### src/hw/qpd_pkg.sv
// Behaviour
// Frame opens with start, four-bit type code, four address bits; match required.
// Slave acknowledges each byte the master writes; master acknowledges bytes it reads. Code: no acknowledge for unknown opcodes or during a write cycle.
// Opcode 1110 copies chosen pot wiper into chosen stored register, write after stop.
// Opcode 0010, 00, pot pair, acknowledge, then step bits ended by stop.
// Step bit high moves selected wiper up one position.
// Step bit low moves selected wiper down one position.
// Opcode 0001 loads all wipers from chosen stored register at stop.
// Opcode 1000 saves all wipers into chosen stored register, write after stop.
// Unused bit positions are ignored by the device.
// Stored register writes complete within 10 ms of starting.
// Wipers are six-bit counters loaded from stored register zero at power-up.
// Non-matching frames get no acknowledge and change nothing until next start.
package qpd_pkg;
  localparam int unsigned CLK_HZ      = 100_000_000;
  localparam int unsigned NV_WRITE_MS = 10;
  // Longest time rounds down to whole cycles.
  localparam int unsigned NV_WRITE_CYC = NV_WRITE_MS * (CLK_HZ / 1000);
  localparam int unsigned WIPER_W     = 6;
  localparam int unsigned POTS        = 4;
  localparam int unsigned STORED_PER  = 4;
  localparam logic [5:0]  STORED_RST  = 6'h00;
  localparam logic [5:0]  WIPER_MAX   = 6'h3F;
  // Device type code; the value is arbitrary.
  localparam logic [3:0]  TYPE_CODE   = 4'h9;
  localparam logic [3:0]  OP_SAVE_ONE = 4'hE;
  localparam logic [3:0]  OP_STEP     = 4'h2;
  localparam logic [3:0]  OP_RECALL   = 4'h1;
  localparam logic [3:0]  OP_SAVE_ALL = 4'h8;
  localparam logic [3:0]  BITS_BYTE   = 4'h8;
  typedef enum logic [1:0] {CMD_NONE, CMD_SAVE_ONE, CMD_RECALL, CMD_SAVE_ALL} qpd_cmd_t;
endpackage

### src/hw/qpd_decoder.sv
`timescale 1ns/1ps
module qpd_decoder #(
  parameter int unsigned NV_WRITE_CYC = qpd_pkg::NV_WRITE_CYC
) (
  input  wire logic        clk_i,
  input  wire logic        rstn_i,
  input  wire logic        ce_i,
  input  wire logic        scl_i,
  input  wire logic        sda_i,
  output logic             sda_o,
  output logic             sda_oe_o,
  input  wire logic [3:0]  device_select_bits_i,
  output logic [23:0]      wiper_o,
  output logic             nv_busy_o
);
  localparam int unsigned CW = $clog2(NV_WRITE_CYC + 1);

  typedef enum logic [2:0] {
    ST_IDLE, ST_ADDR, ST_ACK_A, ST_INSTR, ST_ACK_I, ST_STEP, ST_SKIP
  } qpd_state_t;

  // Returns the queued command for an instruction opcode nibble, none for step or unknown opcodes.
  function automatic qpd_pkg::qpd_cmd_t qpd_decode(input logic [3:0] op);
    case (op)
      qpd_pkg::OP_SAVE_ONE: qpd_decode = qpd_pkg::CMD_SAVE_ONE;
      qpd_pkg::OP_RECALL:   qpd_decode = qpd_pkg::CMD_RECALL;
      qpd_pkg::OP_SAVE_ALL: qpd_decode = qpd_pkg::CMD_SAVE_ALL;
      default:              qpd_decode = qpd_pkg::CMD_NONE;
    endcase
  endfunction

  logic [1:0] scl_s_r, sda_s_r;
  logic [3:0] adr_s1_r, adr_s2_r;
  logic       scl_d_r, sda_d_r;

  qpd_state_t       state_r, state_nxt;
  logic [3:0]       bits_r, bits_nxt;
  logic [7:0]       shift_r, shift_nxt;
  logic             ack_r, ack_nxt;
  logic             step_bit_r, step_bit_nxt;
  logic [1:0]       pot_r, pot_nxt;
  logic [1:0]       sel_r, sel_nxt;
  qpd_pkg::qpd_cmd_t cmd_r, cmd_nxt;
  logic             boot_r, boot_nxt;
  logic [CW-1:0]    nvcnt_r, nvcnt_nxt;
  logic             busy_r, busy_nxt;
  logic [3:0][5:0]  wiper_r, wiper_nxt;
  logic [5:0]       stored_r [16];
  logic [5:0]       stored_nxt [16];

  logic scl, sda, scl_rise, scl_fall, start_c, stop_c;

  // Two-stage synchronisers for pins; edge detection looks at stage two only.
  always_ff @(posedge clk_i)
  begin
    if (!rstn_i)
    begin
      scl_s_r  <= 2'h3;
      sda_s_r  <= 2'h3;
      adr_s1_r <= 4'h0;
      adr_s2_r <= 4'h0;
      scl_d_r  <= 1'b1;
      sda_d_r  <= 1'b1;
    end
    else if (ce_i)
    begin
      scl_s_r  <= {scl_s_r[0], scl_i};
      sda_s_r  <= {sda_s_r[0], sda_i};
      adr_s1_r <= device_select_bits_i;
      adr_s2_r <= adr_s1_r;
      scl_d_r  <= scl_s_r[1];
      sda_d_r  <= sda_s_r[1];
    end
  end

  // Bus events seen on the synchronised lines.
  assign scl      = scl_s_r[1];
  assign sda      = sda_s_r[1];
  assign scl_rise = scl & ~scl_d_r;
  assign scl_fall = ~scl & scl_d_r;
  assign start_c  = scl & scl_d_r & sda_d_r & ~sda;
  assign stop_c   = scl & scl_d_r & ~sda_d_r & sda;

  // Frame sequencing, command execution and register updates.
  always_comb
  begin
    state_nxt    = state_r;
    bits_nxt     = bits_r;
    shift_nxt    = shift_r;
    ack_nxt      = ack_r;
    step_bit_nxt = step_bit_r;
    pot_nxt      = pot_r;
    sel_nxt      = sel_r;
    cmd_nxt      = cmd_r;
    boot_nxt     = 1'b0;
    nvcnt_nxt    = nvcnt_r;
    wiper_nxt    = wiper_r;
    for (int i = 0; i < 16; i++)
      stored_nxt[i] = stored_r[i];
    if (nvcnt_r != '0)
      nvcnt_nxt = nvcnt_r - 1'b1;
    if (boot_r)
    begin
      for (int p = 0; p < 4; p++)
        wiper_nxt[p] = stored_r[{2'(p), 2'h0}];
    end
    if (start_c)
    begin
      state_nxt = ST_ADDR;
      bits_nxt  = 4'h0;
      ack_nxt   = 1'b0;
      cmd_nxt   = qpd_pkg::CMD_NONE;
    end
    else if (stop_c)
    begin
      state_nxt = ST_IDLE;
      ack_nxt   = 1'b0;
      cmd_nxt   = qpd_pkg::CMD_NONE;
      case (cmd_r)
        qpd_pkg::CMD_SAVE_ONE:
        begin
          stored_nxt[{pot_r, sel_r}] = wiper_r[pot_r];
          nvcnt_nxt = CW'(NV_WRITE_CYC);
        end
        qpd_pkg::CMD_RECALL:
        begin
          for (int p = 0; p < 4; p++)
            wiper_nxt[p] = stored_r[{2'(p), sel_r}];
        end
        qpd_pkg::CMD_SAVE_ALL:
        begin
          for (int p = 0; p < 4; p++)
            stored_nxt[{2'(p), sel_r}] = wiper_r[p];
          nvcnt_nxt = CW'(NV_WRITE_CYC);
        end
        default: ;
      endcase
    end
    else
    begin
      case (state_r)
        ST_ADDR, ST_INSTR:
        begin
          if (scl_rise)
          begin
            shift_nxt = {shift_r[6:0], sda};
            bits_nxt  = bits_r + 4'h1;
          end
          else if (scl_fall && bits_r == qpd_pkg::BITS_BYTE)
          begin
            if (state_r == ST_ADDR)
            begin
              if (shift_r[7:4] == qpd_pkg::TYPE_CODE && shift_r[3:0] == adr_s2_r
                  && !busy_r)
              begin
                ack_nxt   = 1'b1;
                state_nxt = ST_ACK_A;
              end
              else
                state_nxt = ST_SKIP;
            end
            else if (shift_r[7:4] == qpd_pkg::OP_STEP
                     || qpd_decode(shift_r[7:4]) != qpd_pkg::CMD_NONE)
            begin
              ack_nxt   = 1'b1;
              state_nxt = ST_ACK_I;
              pot_nxt   = shift_r[1:0];
              sel_nxt   = shift_r[3:2];
            end
            else
              state_nxt = ST_SKIP;
          end
        end
        ST_ACK_A:
        begin
          if (scl_fall)
          begin
            ack_nxt   = 1'b0;
            bits_nxt  = 4'h0;
            state_nxt = ST_INSTR;
          end
        end
        ST_ACK_I:
        begin
          if (scl_fall)
          begin
            ack_nxt = 1'b0;
            if (shift_r[7:4] == qpd_pkg::OP_STEP)
              state_nxt = ST_STEP;
            else
            begin
              cmd_nxt   = qpd_decode(shift_r[7:4]);
              state_nxt = ST_SKIP;
            end
          end
        end
        ST_STEP:
        begin
          // The bit sampled on the rise is applied on the fall, so a stop never steps.
          if (scl_rise)
            step_bit_nxt = sda;
          else if (scl_fall)
          begin
            if (step_bit_r && wiper_r[pot_r] != qpd_pkg::WIPER_MAX)
              wiper_nxt[pot_r] = wiper_r[pot_r] + 6'h01;
            else if (!step_bit_r && wiper_r[pot_r] != 6'h00)
              wiper_nxt[pot_r] = wiper_r[pot_r] - 6'h01;
          end
        end
        default: ;
      endcase
    end
    busy_nxt = (nvcnt_nxt != '0);
  end

  // Registers the frame, wiper and stored state.
  always_ff @(posedge clk_i)
  begin
    if (!rstn_i)
    begin
      state_r    <= ST_IDLE;
      bits_r     <= 4'h0;
      shift_r    <= 8'h00;
      ack_r      <= 1'b0;
      step_bit_r <= 1'b0;
      pot_r      <= 2'h0;
      sel_r      <= 2'h0;
      cmd_r      <= qpd_pkg::CMD_NONE;
      boot_r     <= 1'b1;
      nvcnt_r    <= '0;
      busy_r     <= 1'b0;
      wiper_r    <= '0;
      for (int i = 0; i < 16; i++)
        stored_r[i] <= qpd_pkg::STORED_RST;
    end
    else if (ce_i)
    begin
      state_r    <= state_nxt;
      bits_r     <= bits_nxt;
      shift_r    <= shift_nxt;
      ack_r      <= ack_nxt;
      step_bit_r <= step_bit_nxt;
      pot_r      <= pot_nxt;
      sel_r      <= sel_nxt;
      cmd_r      <= cmd_nxt;
      boot_r     <= boot_nxt;
      nvcnt_r    <= nvcnt_nxt;
      busy_r     <= busy_nxt;
      wiper_r    <= wiper_nxt;
      for (int i = 0; i < 16; i++)
        stored_r[i] <= stored_nxt[i];
    end
  end

  // Acknowledge pulls the data line low; it is never driven high.
  assign sda_o     = 1'b0;
  assign sda_oe_o  = ack_r;
  assign wiper_o   = wiper_r;
  assign nv_busy_o = busy_r;
endmodule // qpd_decoder

### config.mk
export PLATFORM = sky130hd
export DESIGN_NAME = qpd_decoder
export DESIGN_NICKNAME = d
export VERILOG_FILES = /design/src/hw/qpd_pkg.sv /design/src/hw/qpd_decoder.sv
export SDC_FILE = /design/constraint.sdc
export NUM_CORES = 1
export LEC_CHECK = 0
export BUFFER_PORTS_ARGS = -buffer_cell sky130_fd_sc_hd__buf_2
export CORE_ASPECT_RATIO = 2
export CORE_UTILIZATION = 64
export CTS_BUF_LIST = sky130_fd_sc_hd__clkbuf_2 sky130_fd_sc_hd__clkbuf_4 sky130_fd_sc_hd__clkbuf_8
export DETAILED_ROUTE_END_ITERATION = 7
export PLACE_DENSITY_LB_ADDON = 0.1
export SYNTH_ARGS = -nofsm -noshare
export SYNTH_HDL_FRONTEND = slang
export SYNTH_SLANG_ARGS = --single-unit
### constraint.sdc
create_clock -name clk_i -period 6.9 [get_ports clk_i]
set_clock_uncertainty 0.15 [all_clocks]
set_input_delay 0.345 -clock clk_i [delete_from_list [all_inputs] [get_ports clk_i]]
set_output_delay 0.345 -clock clk_i [all_outputs]
set_load 0.005 [all_outputs]
==> reports/metrics.csv, run 1 <==
stage;metric;value;unit
run_status;status;completed;
logic_synthesis;syn_inst;1138;
finish;final_nets;1145;
routing;drt_iter0_drc;776;
clock_tree;clkTransAtPathRegs;0.10;ns
pwr;p_leak;4.37;nW
global_routing;overflow;0;
sta;fmaxAchievable;0.255;GHz
logic_synthesis;async_flop_share;0;%
logic_synthesis;synth_ff_type;edfxtp_1;
pwr;intPower;1.97;mW
sta;tightest_slew;1.25;ns
logic_synthesis;synth_area;11100;µm²
critical_path;cp-startpoint;pot_r[0];
critical_path;crit_required;7.09;ns
routing;vias_per_cell;6.83;
routing;ant_nets;0;
critical_path;cp-endpoint;wiper_o[7];
pwr;vdd_drop_max;0.000315;V
placement;place_area;11300;µm²
sta;fin_ws;2.97;ns
sta;finalCritPeriodShare;56.9;%
finish;design_area;11800;µm²
critical_path;r2r-end;wiper_o[7];
placement;gp_congestion;0.976;
logic_synthesis;synth_seq_cells;181;
finish;mostFrequentLayoutCells;143 x mux2i_1, 128 x nor2_1, 96 x edfxtp_1;
clock_tree;cts.root.buffer_cell;clkbuf_8;
sta;finalSetupTns;0;ns
finish;layout.cells.most_common;mux2i_1;
logic_synthesis;yosysSeqAreaShare;41.4;%
logic_synthesis;synth_area_leaders;edfxtp_1 26%, dfxtp_1 15%, mux2i_1 13%;
pwr;p_sw;1.09;mW
logic_synthesis;synth_edf_count;96;
global_routing;grt_pass1_vias;9072;
critical_path;crit_path_end_kind;register;
clock_tree;cts-resized-gates;0;
sta;setup_viol;0;
critical_path;rrSetupSlack;2.97;ns
sta;whs;0.191;ns
sta;rsz0062_at_grt;false;
critical_path;critPathMaxStageDelay;0.89;ns
die;fp.dieW;95.0;µm
routing;via_count;9205;
critical_path;crit_chain;mux4_2 -> inv_2 -> ha_1 -> nand2_1 -> o22ai_1 -> and3_1 -> mux2i_1 -> nor2_1 -> a211oi_1 -> o22ai_1;
global_routing;antenna_found_initial;0;
pwr;power_density;259;nW/µm²
critical_path;crit_top_cell;o22ai_1;
critical_path;reg2reg_depth;10;
logic_synthesis;yosysWarnings;0;
pwr;p_comb_share;28.6;%
finish;fin_cells;1348;
critical_path;critPathKind;reg -> reg;
clock_tree;cts_buffers;17;
finish;drive_above_1_share;12.5;%
logic_synthesis;yosysTopAreaCell;edfxtp_1;
critical_path;crit_path_max_fanout;18;
routing;totalWireLength;32.6;mm
global_routing;grt_pass1_wl;50.5;mm
finish;antenna_cells;0;
pwr;p_sw_share;35.5;%
finish;synthToLayoutAreaGrowth;6.56;%
clock_tree;cts_tree;yes;
placement;pre_cts_ws;3.13;ns
clock_tree;clk_latency;0.49;ns
finish;fillers;1335;
die;die_h;188;µm
placement;hpwl;22.4;mm
sta;hold_viol_final;0;
pwr;power_frac_clock;27.3;%
finish;multiInputGateArea;6150;µm²
pwr;p_total;3.06;mW
global_routing;grtUsageTotal;38.3;%
clock_tree;h-tree-depth;4;
worst_hold_path;hp-class;in -> reg;
pwr;p_seq_share;44.1;%
placement;post-place-cells;1311;
finish;post-route-util;70.1;%
logic_synthesis;ys_types;79;
sta;relSlewSlack;15.2;%
routing;drc;0;
logic_synthesis;yosys.area.top_type_share;26.0;%
flow_run;cap_violations;0;
sta;slew_viol_final;0;
placement;portBuffers;34;
routing;wl_per_cell;24.2;µm
logic_synthesis;syn-num-nets;1154;
sta;layout_min_cycle_time;3.93;ns
die;die_area;17900;µm²
clock_tree;cts_sinks;181;
critical_path;cpMaxStageDelayCell;dfxtp_1;
die;fp.coreArea;16800;µm²
global_routing;grt_max_degree;69;
die;num_io_pins;36;
critical_path;rr_startpoint;pot_r[0];
clock_tree;cts_max_path_buffers;2;
critical_path;startpoint_type;register;
die;initial_core_util;65.7;%
routing;firstDrtPassIters;7;
finish;seqCellArea;4580;µm²
logic_synthesis;avgSynthCellArea;9.73;µm²
die;row_count;67;
critical_path;critPathArrivalTime;4.12;ns
==> cell families after synthesis <==
kind of cell / share of synthesized area [%]
mux: 20.5
other cells: 0.0339
flops: 41.4
xor+xnor: 1.19
simple gates: 18.9
fa+ha+maj: 0.791
buf+inv: 3.29
compound gates: 13.9
==> critical path: cells and delay by family (launching register included) <==
| family | cells | cell delay [ns] |
|---|---|---|
| compound gates | 3 | 1.10 |
| mux | 2 | 0.93 |
| flops | 1 | 0.89 |
| simple gates | 3 | 0.37 |
| fa+ha+maj | 1 | 0.18 |
| buf+inv | 1 | 0.16 |
==> cell usage after synthesis (all sizes together) (14+ instances only) <==
master / number
o21ai: 58
edfxtp: 96
nor2b: 82
dfxtp: 85
mux2i: 144
mux2: 15
nand3: 27
nor2: 130
inv: 14
a31oi: 25
nor3: 31
nand2b: 20
clkbuf: 66
a21oi: 39
nand2: 91
mux4: 29
==> registers in the layout (all words and copies together), names as in the netlist, 2 cells and up, named ones only <==
register  flops
shift_r       8
adr_s2_r      4
nvcnt_r      20
stored_r     96
state_r       3
cmd_r         2
bits_r        4
sel_r         2
scl_s_r       2
pot_r         2
wiper_o      24
adr_s1_r      4
sda_s_r       2
==> layout make-up <==
type / instances / area share [%]
clock buffers: 19 / 2.22
clock inverters: 12 / 1.59
inverters: 14 / 0.445
multi-input cells: 865 / 52.1
flip-flops and latches: 181 / 38.8
well taps: 207 / 2.19
repair buffers: 50 / 2.59
==> per-layer routing <==
| layer | track usage [%] | up-vias | wire, µm |
|---|---|---|---|
| met5 | 0 | - | 0 |
| met4 | 28.3 | 0 | 2590 |
| met3 | 9.00 | 163 | 2160 |
| met2 | 64.1 | 472 | 16400 |
| met1 | 40.6 | 4400 | 11500 |
| li1 | - | 4170 | - |
==> worst min path at each step <==
stage / startpoint / slack [ns] / cells after the start / end
floorplan: scl_s_r[0] / 0.29 / 2 / scl_s_r[0]
global placement: scl_s_r[0] / 0.31 / 2 / scl_s_r[0]
detailed placement: sda_s_r[0] / 0.31 / 2 / sda_s_r[0]
CTS: rstn_i / 0.19 / 2 / scl_s_r[1]
global route: rstn_i / 0.22 / 2 / scl_s_r[1]
finish: rstn_i / 0.19 / 2 / scl_s_r[1]
==> power by group through the flow <==
stage	Combinational, mW	Sequential (mW)	Clock [mW]
2_1_floorplan	0.661	1.32	0
3_3_place_gp	0.834	1.36	0
3_5_place_dp	0.844	1.37	0
4_1_cts	0.851	1.34	0.834
5_1_grt	0.950	1.36	0.884
6_report	0.875	1.35	0.834
==> timing repair <==
item / CTS / global route
setup buffers: 0 / 0
hold endpoints to repair: 6 / 0
hold buffers: 6 / 0
Note: power is estimated with default switching activity, not from simulation.
==> run 2: changes to the inputs <==
Settings changed: CORE_UTILIZATION 64 to 59.
Clock period 6.9 ns to 3.4 ns, I/O delays scaled along.
==> reports/metrics.csv, run 2 (synthesis gave the netlist of run 1 again) <==
stage;metric;value;unit
run_status;status;completed;
flow_run;cap_violations;0;
critical_path;crit_required;3.62;ns
sta;rsz0062_at_grt;false;
sta;tightest_slew;1.17;ns
critical_path;critPathKind;reg -> reg;
global_routing;grtUsageTotal;35.3;%
die;num_io_pins;36;
clock_tree;cts_buffers;17;
clock_tree;cts-resized-gates;0;
critical_path;crit_path_end_kind;register;
clock_tree;cts_tree;yes;
clock_tree;h-tree-depth;4;
die;row_count;70;
pwr;p_leak;4.56;nW
critical_path;startpoint_type;register;
placement;gp_congestion;1.05;
finish;fin_cells;1402;
placement;hpwl;23.9;mm
sta;relSlewSlack;21.5;%
finish;design_area;12100;µm²
routing;totalWireLength;33.2;mm
routing;ant_nets;0;
sta;hold_viol_final;0;
critical_path;critPathArrivalTime;3.29;ns
sta;fmaxAchievable;0.326;GHz
global_routing;overflow;0;
clock_tree;cts_sinks;181;
pwr;power_density;493;nW/µm²
pwr;vdd_drop_max;0.000686;V
die;initial_core_util;60.5;%
finish;antenna_cells;0;
global_routing;grt_pass1_vias;9253;
sta;finalSetupTns;0;ns
critical_path;crit_path_max_fanout;9;
sta;whs;0.0261;ns
finish;regMostFlops;stored_r;
placement;place_area;11600;µm²
sta;setup_viol;0;
global_routing;antenna_found_initial;0;
sta;finalCritPeriodShare;90.2;%
die;fp.dieW;98.9;µm
global_routing;grt_pass1_wl;51.3;mm
routing;wl_per_cell;23.7;µm
finish;layout.cells.most_common;mux2i_1;
pwr;p_total;5.94;mW
clock_tree;clkTransAtPathRegs;0.09;ns
finish;final_nets;1189;
worst_hold_path;hp-class;in -> reg;
die;fp.coreArea;18300;µm²
global_routing;grt_max_degree;61;
routing;drc;0;
finish;drive_above_1_share;15.7;%
routing;drt_iter0_drc;679;
routing;firstDrtPassIters;5;
finish;largest_reg_flops;96;
finish;mostFrequentLayoutCells;143 x mux2i_1, 128 x nor2_1, 96 x edfxtp_1;
critical_path;rrSetupSlack;0.33;ns
clock_tree;cts_max_path_buffers;2;
die;die_h;196;µm
placement;portBuffers;34;
finish;synthToLayoutAreaGrowth;8.93;%
finish;fillers;1525;
sta;slew_viol_final;0;
routing;via_count;9222;
clock_tree;cts.root.buffer_cell;clkbuf_8;
placement;post-place-cells;1363;
routing;vias_per_cell;6.58;
sta;layout_min_cycle_time;3.07;ns
clock_tree;clk_latency;0.48;ns
die;die_area;19400;µm²
## run 2: changes by cell type in the layout (fill, tap and decap cells not counted), sizes merged
cell and delta:
inv +1, clkbuf +3, clkinvlp +1, buf +43, dlygate4sd3 +1, bufinv -4
## run 2: cell type report
class	instances	area, µm²	area share (%)
Inverter	14	52.6	0.435
Timing Repair Buffer	94	651	5.39
Clock inverter	10	71.3	0.591
Tap cell	216	270	2.24
Multi-Input combinational cell	865	6150	51.0
Sequential cell	181	4580	38.0
Clock buffer	22	284	2.35
## run 2: final timing paths
kind / start / to / depth (start not counted)
max: wiper_o[6] / wiper_o[17] / 10
min: ce_i / wiper_o[12] / 2
max reg2reg: wiper_o[6] / wiper_o[17] / 10
min reg2reg: scl_s_r[0] / scl_s_r[1] / 2
## run 2: where the power goes
part           internal (mW)  switching (mW)  total, mW
registers               2.48           0.228       2.71
clock network          0.576           0.801       1.38
logic                  0.711            1.14       1.85
total                   3.77            2.17       5.94
## run 2: worst max-delay path, stage by stage (launching register included)
cell and delay, ns:
dfxtp_1 0.61, mux4_2 0.37, inv_2 0.07, ha_1 0.21
nand2_1 0.07, o22ai_1 0.11, a31oi_2 0.52, and3_1 0.25
a211o_1 0.30, nand2_1 0.09, a22o_1 0.20
## run 2: stage by stage
step	utilization [%]	worst slack (ns)
global route	65.9	0.228
finish	65.9	0.332
detailed placement	63.6	0.440
global placement	63.6	0.477
CTS	65.9	0.426
floorplan	-	0.114
## run 2: layer usage
| metal | global-route usage, % | vias up | wire length, µm |
|---|---|---|---|
| met4 | 23.8 | 0 | 2200 |
| met2 | 63.5 | 406 | 17300 |
| met3 | 5.66 | 143 | 1780 |
| met1 | 37.4 | 4405 | 11900 |
| li1 | - | 4268 | - |
| met5 | 0 | - | 0 |
## run 2: repair_timing
item                      in CTS  in global routing
hold buffers                   7                  0
setup buffers                  0                  0
hold endpoints to repair       7                  0
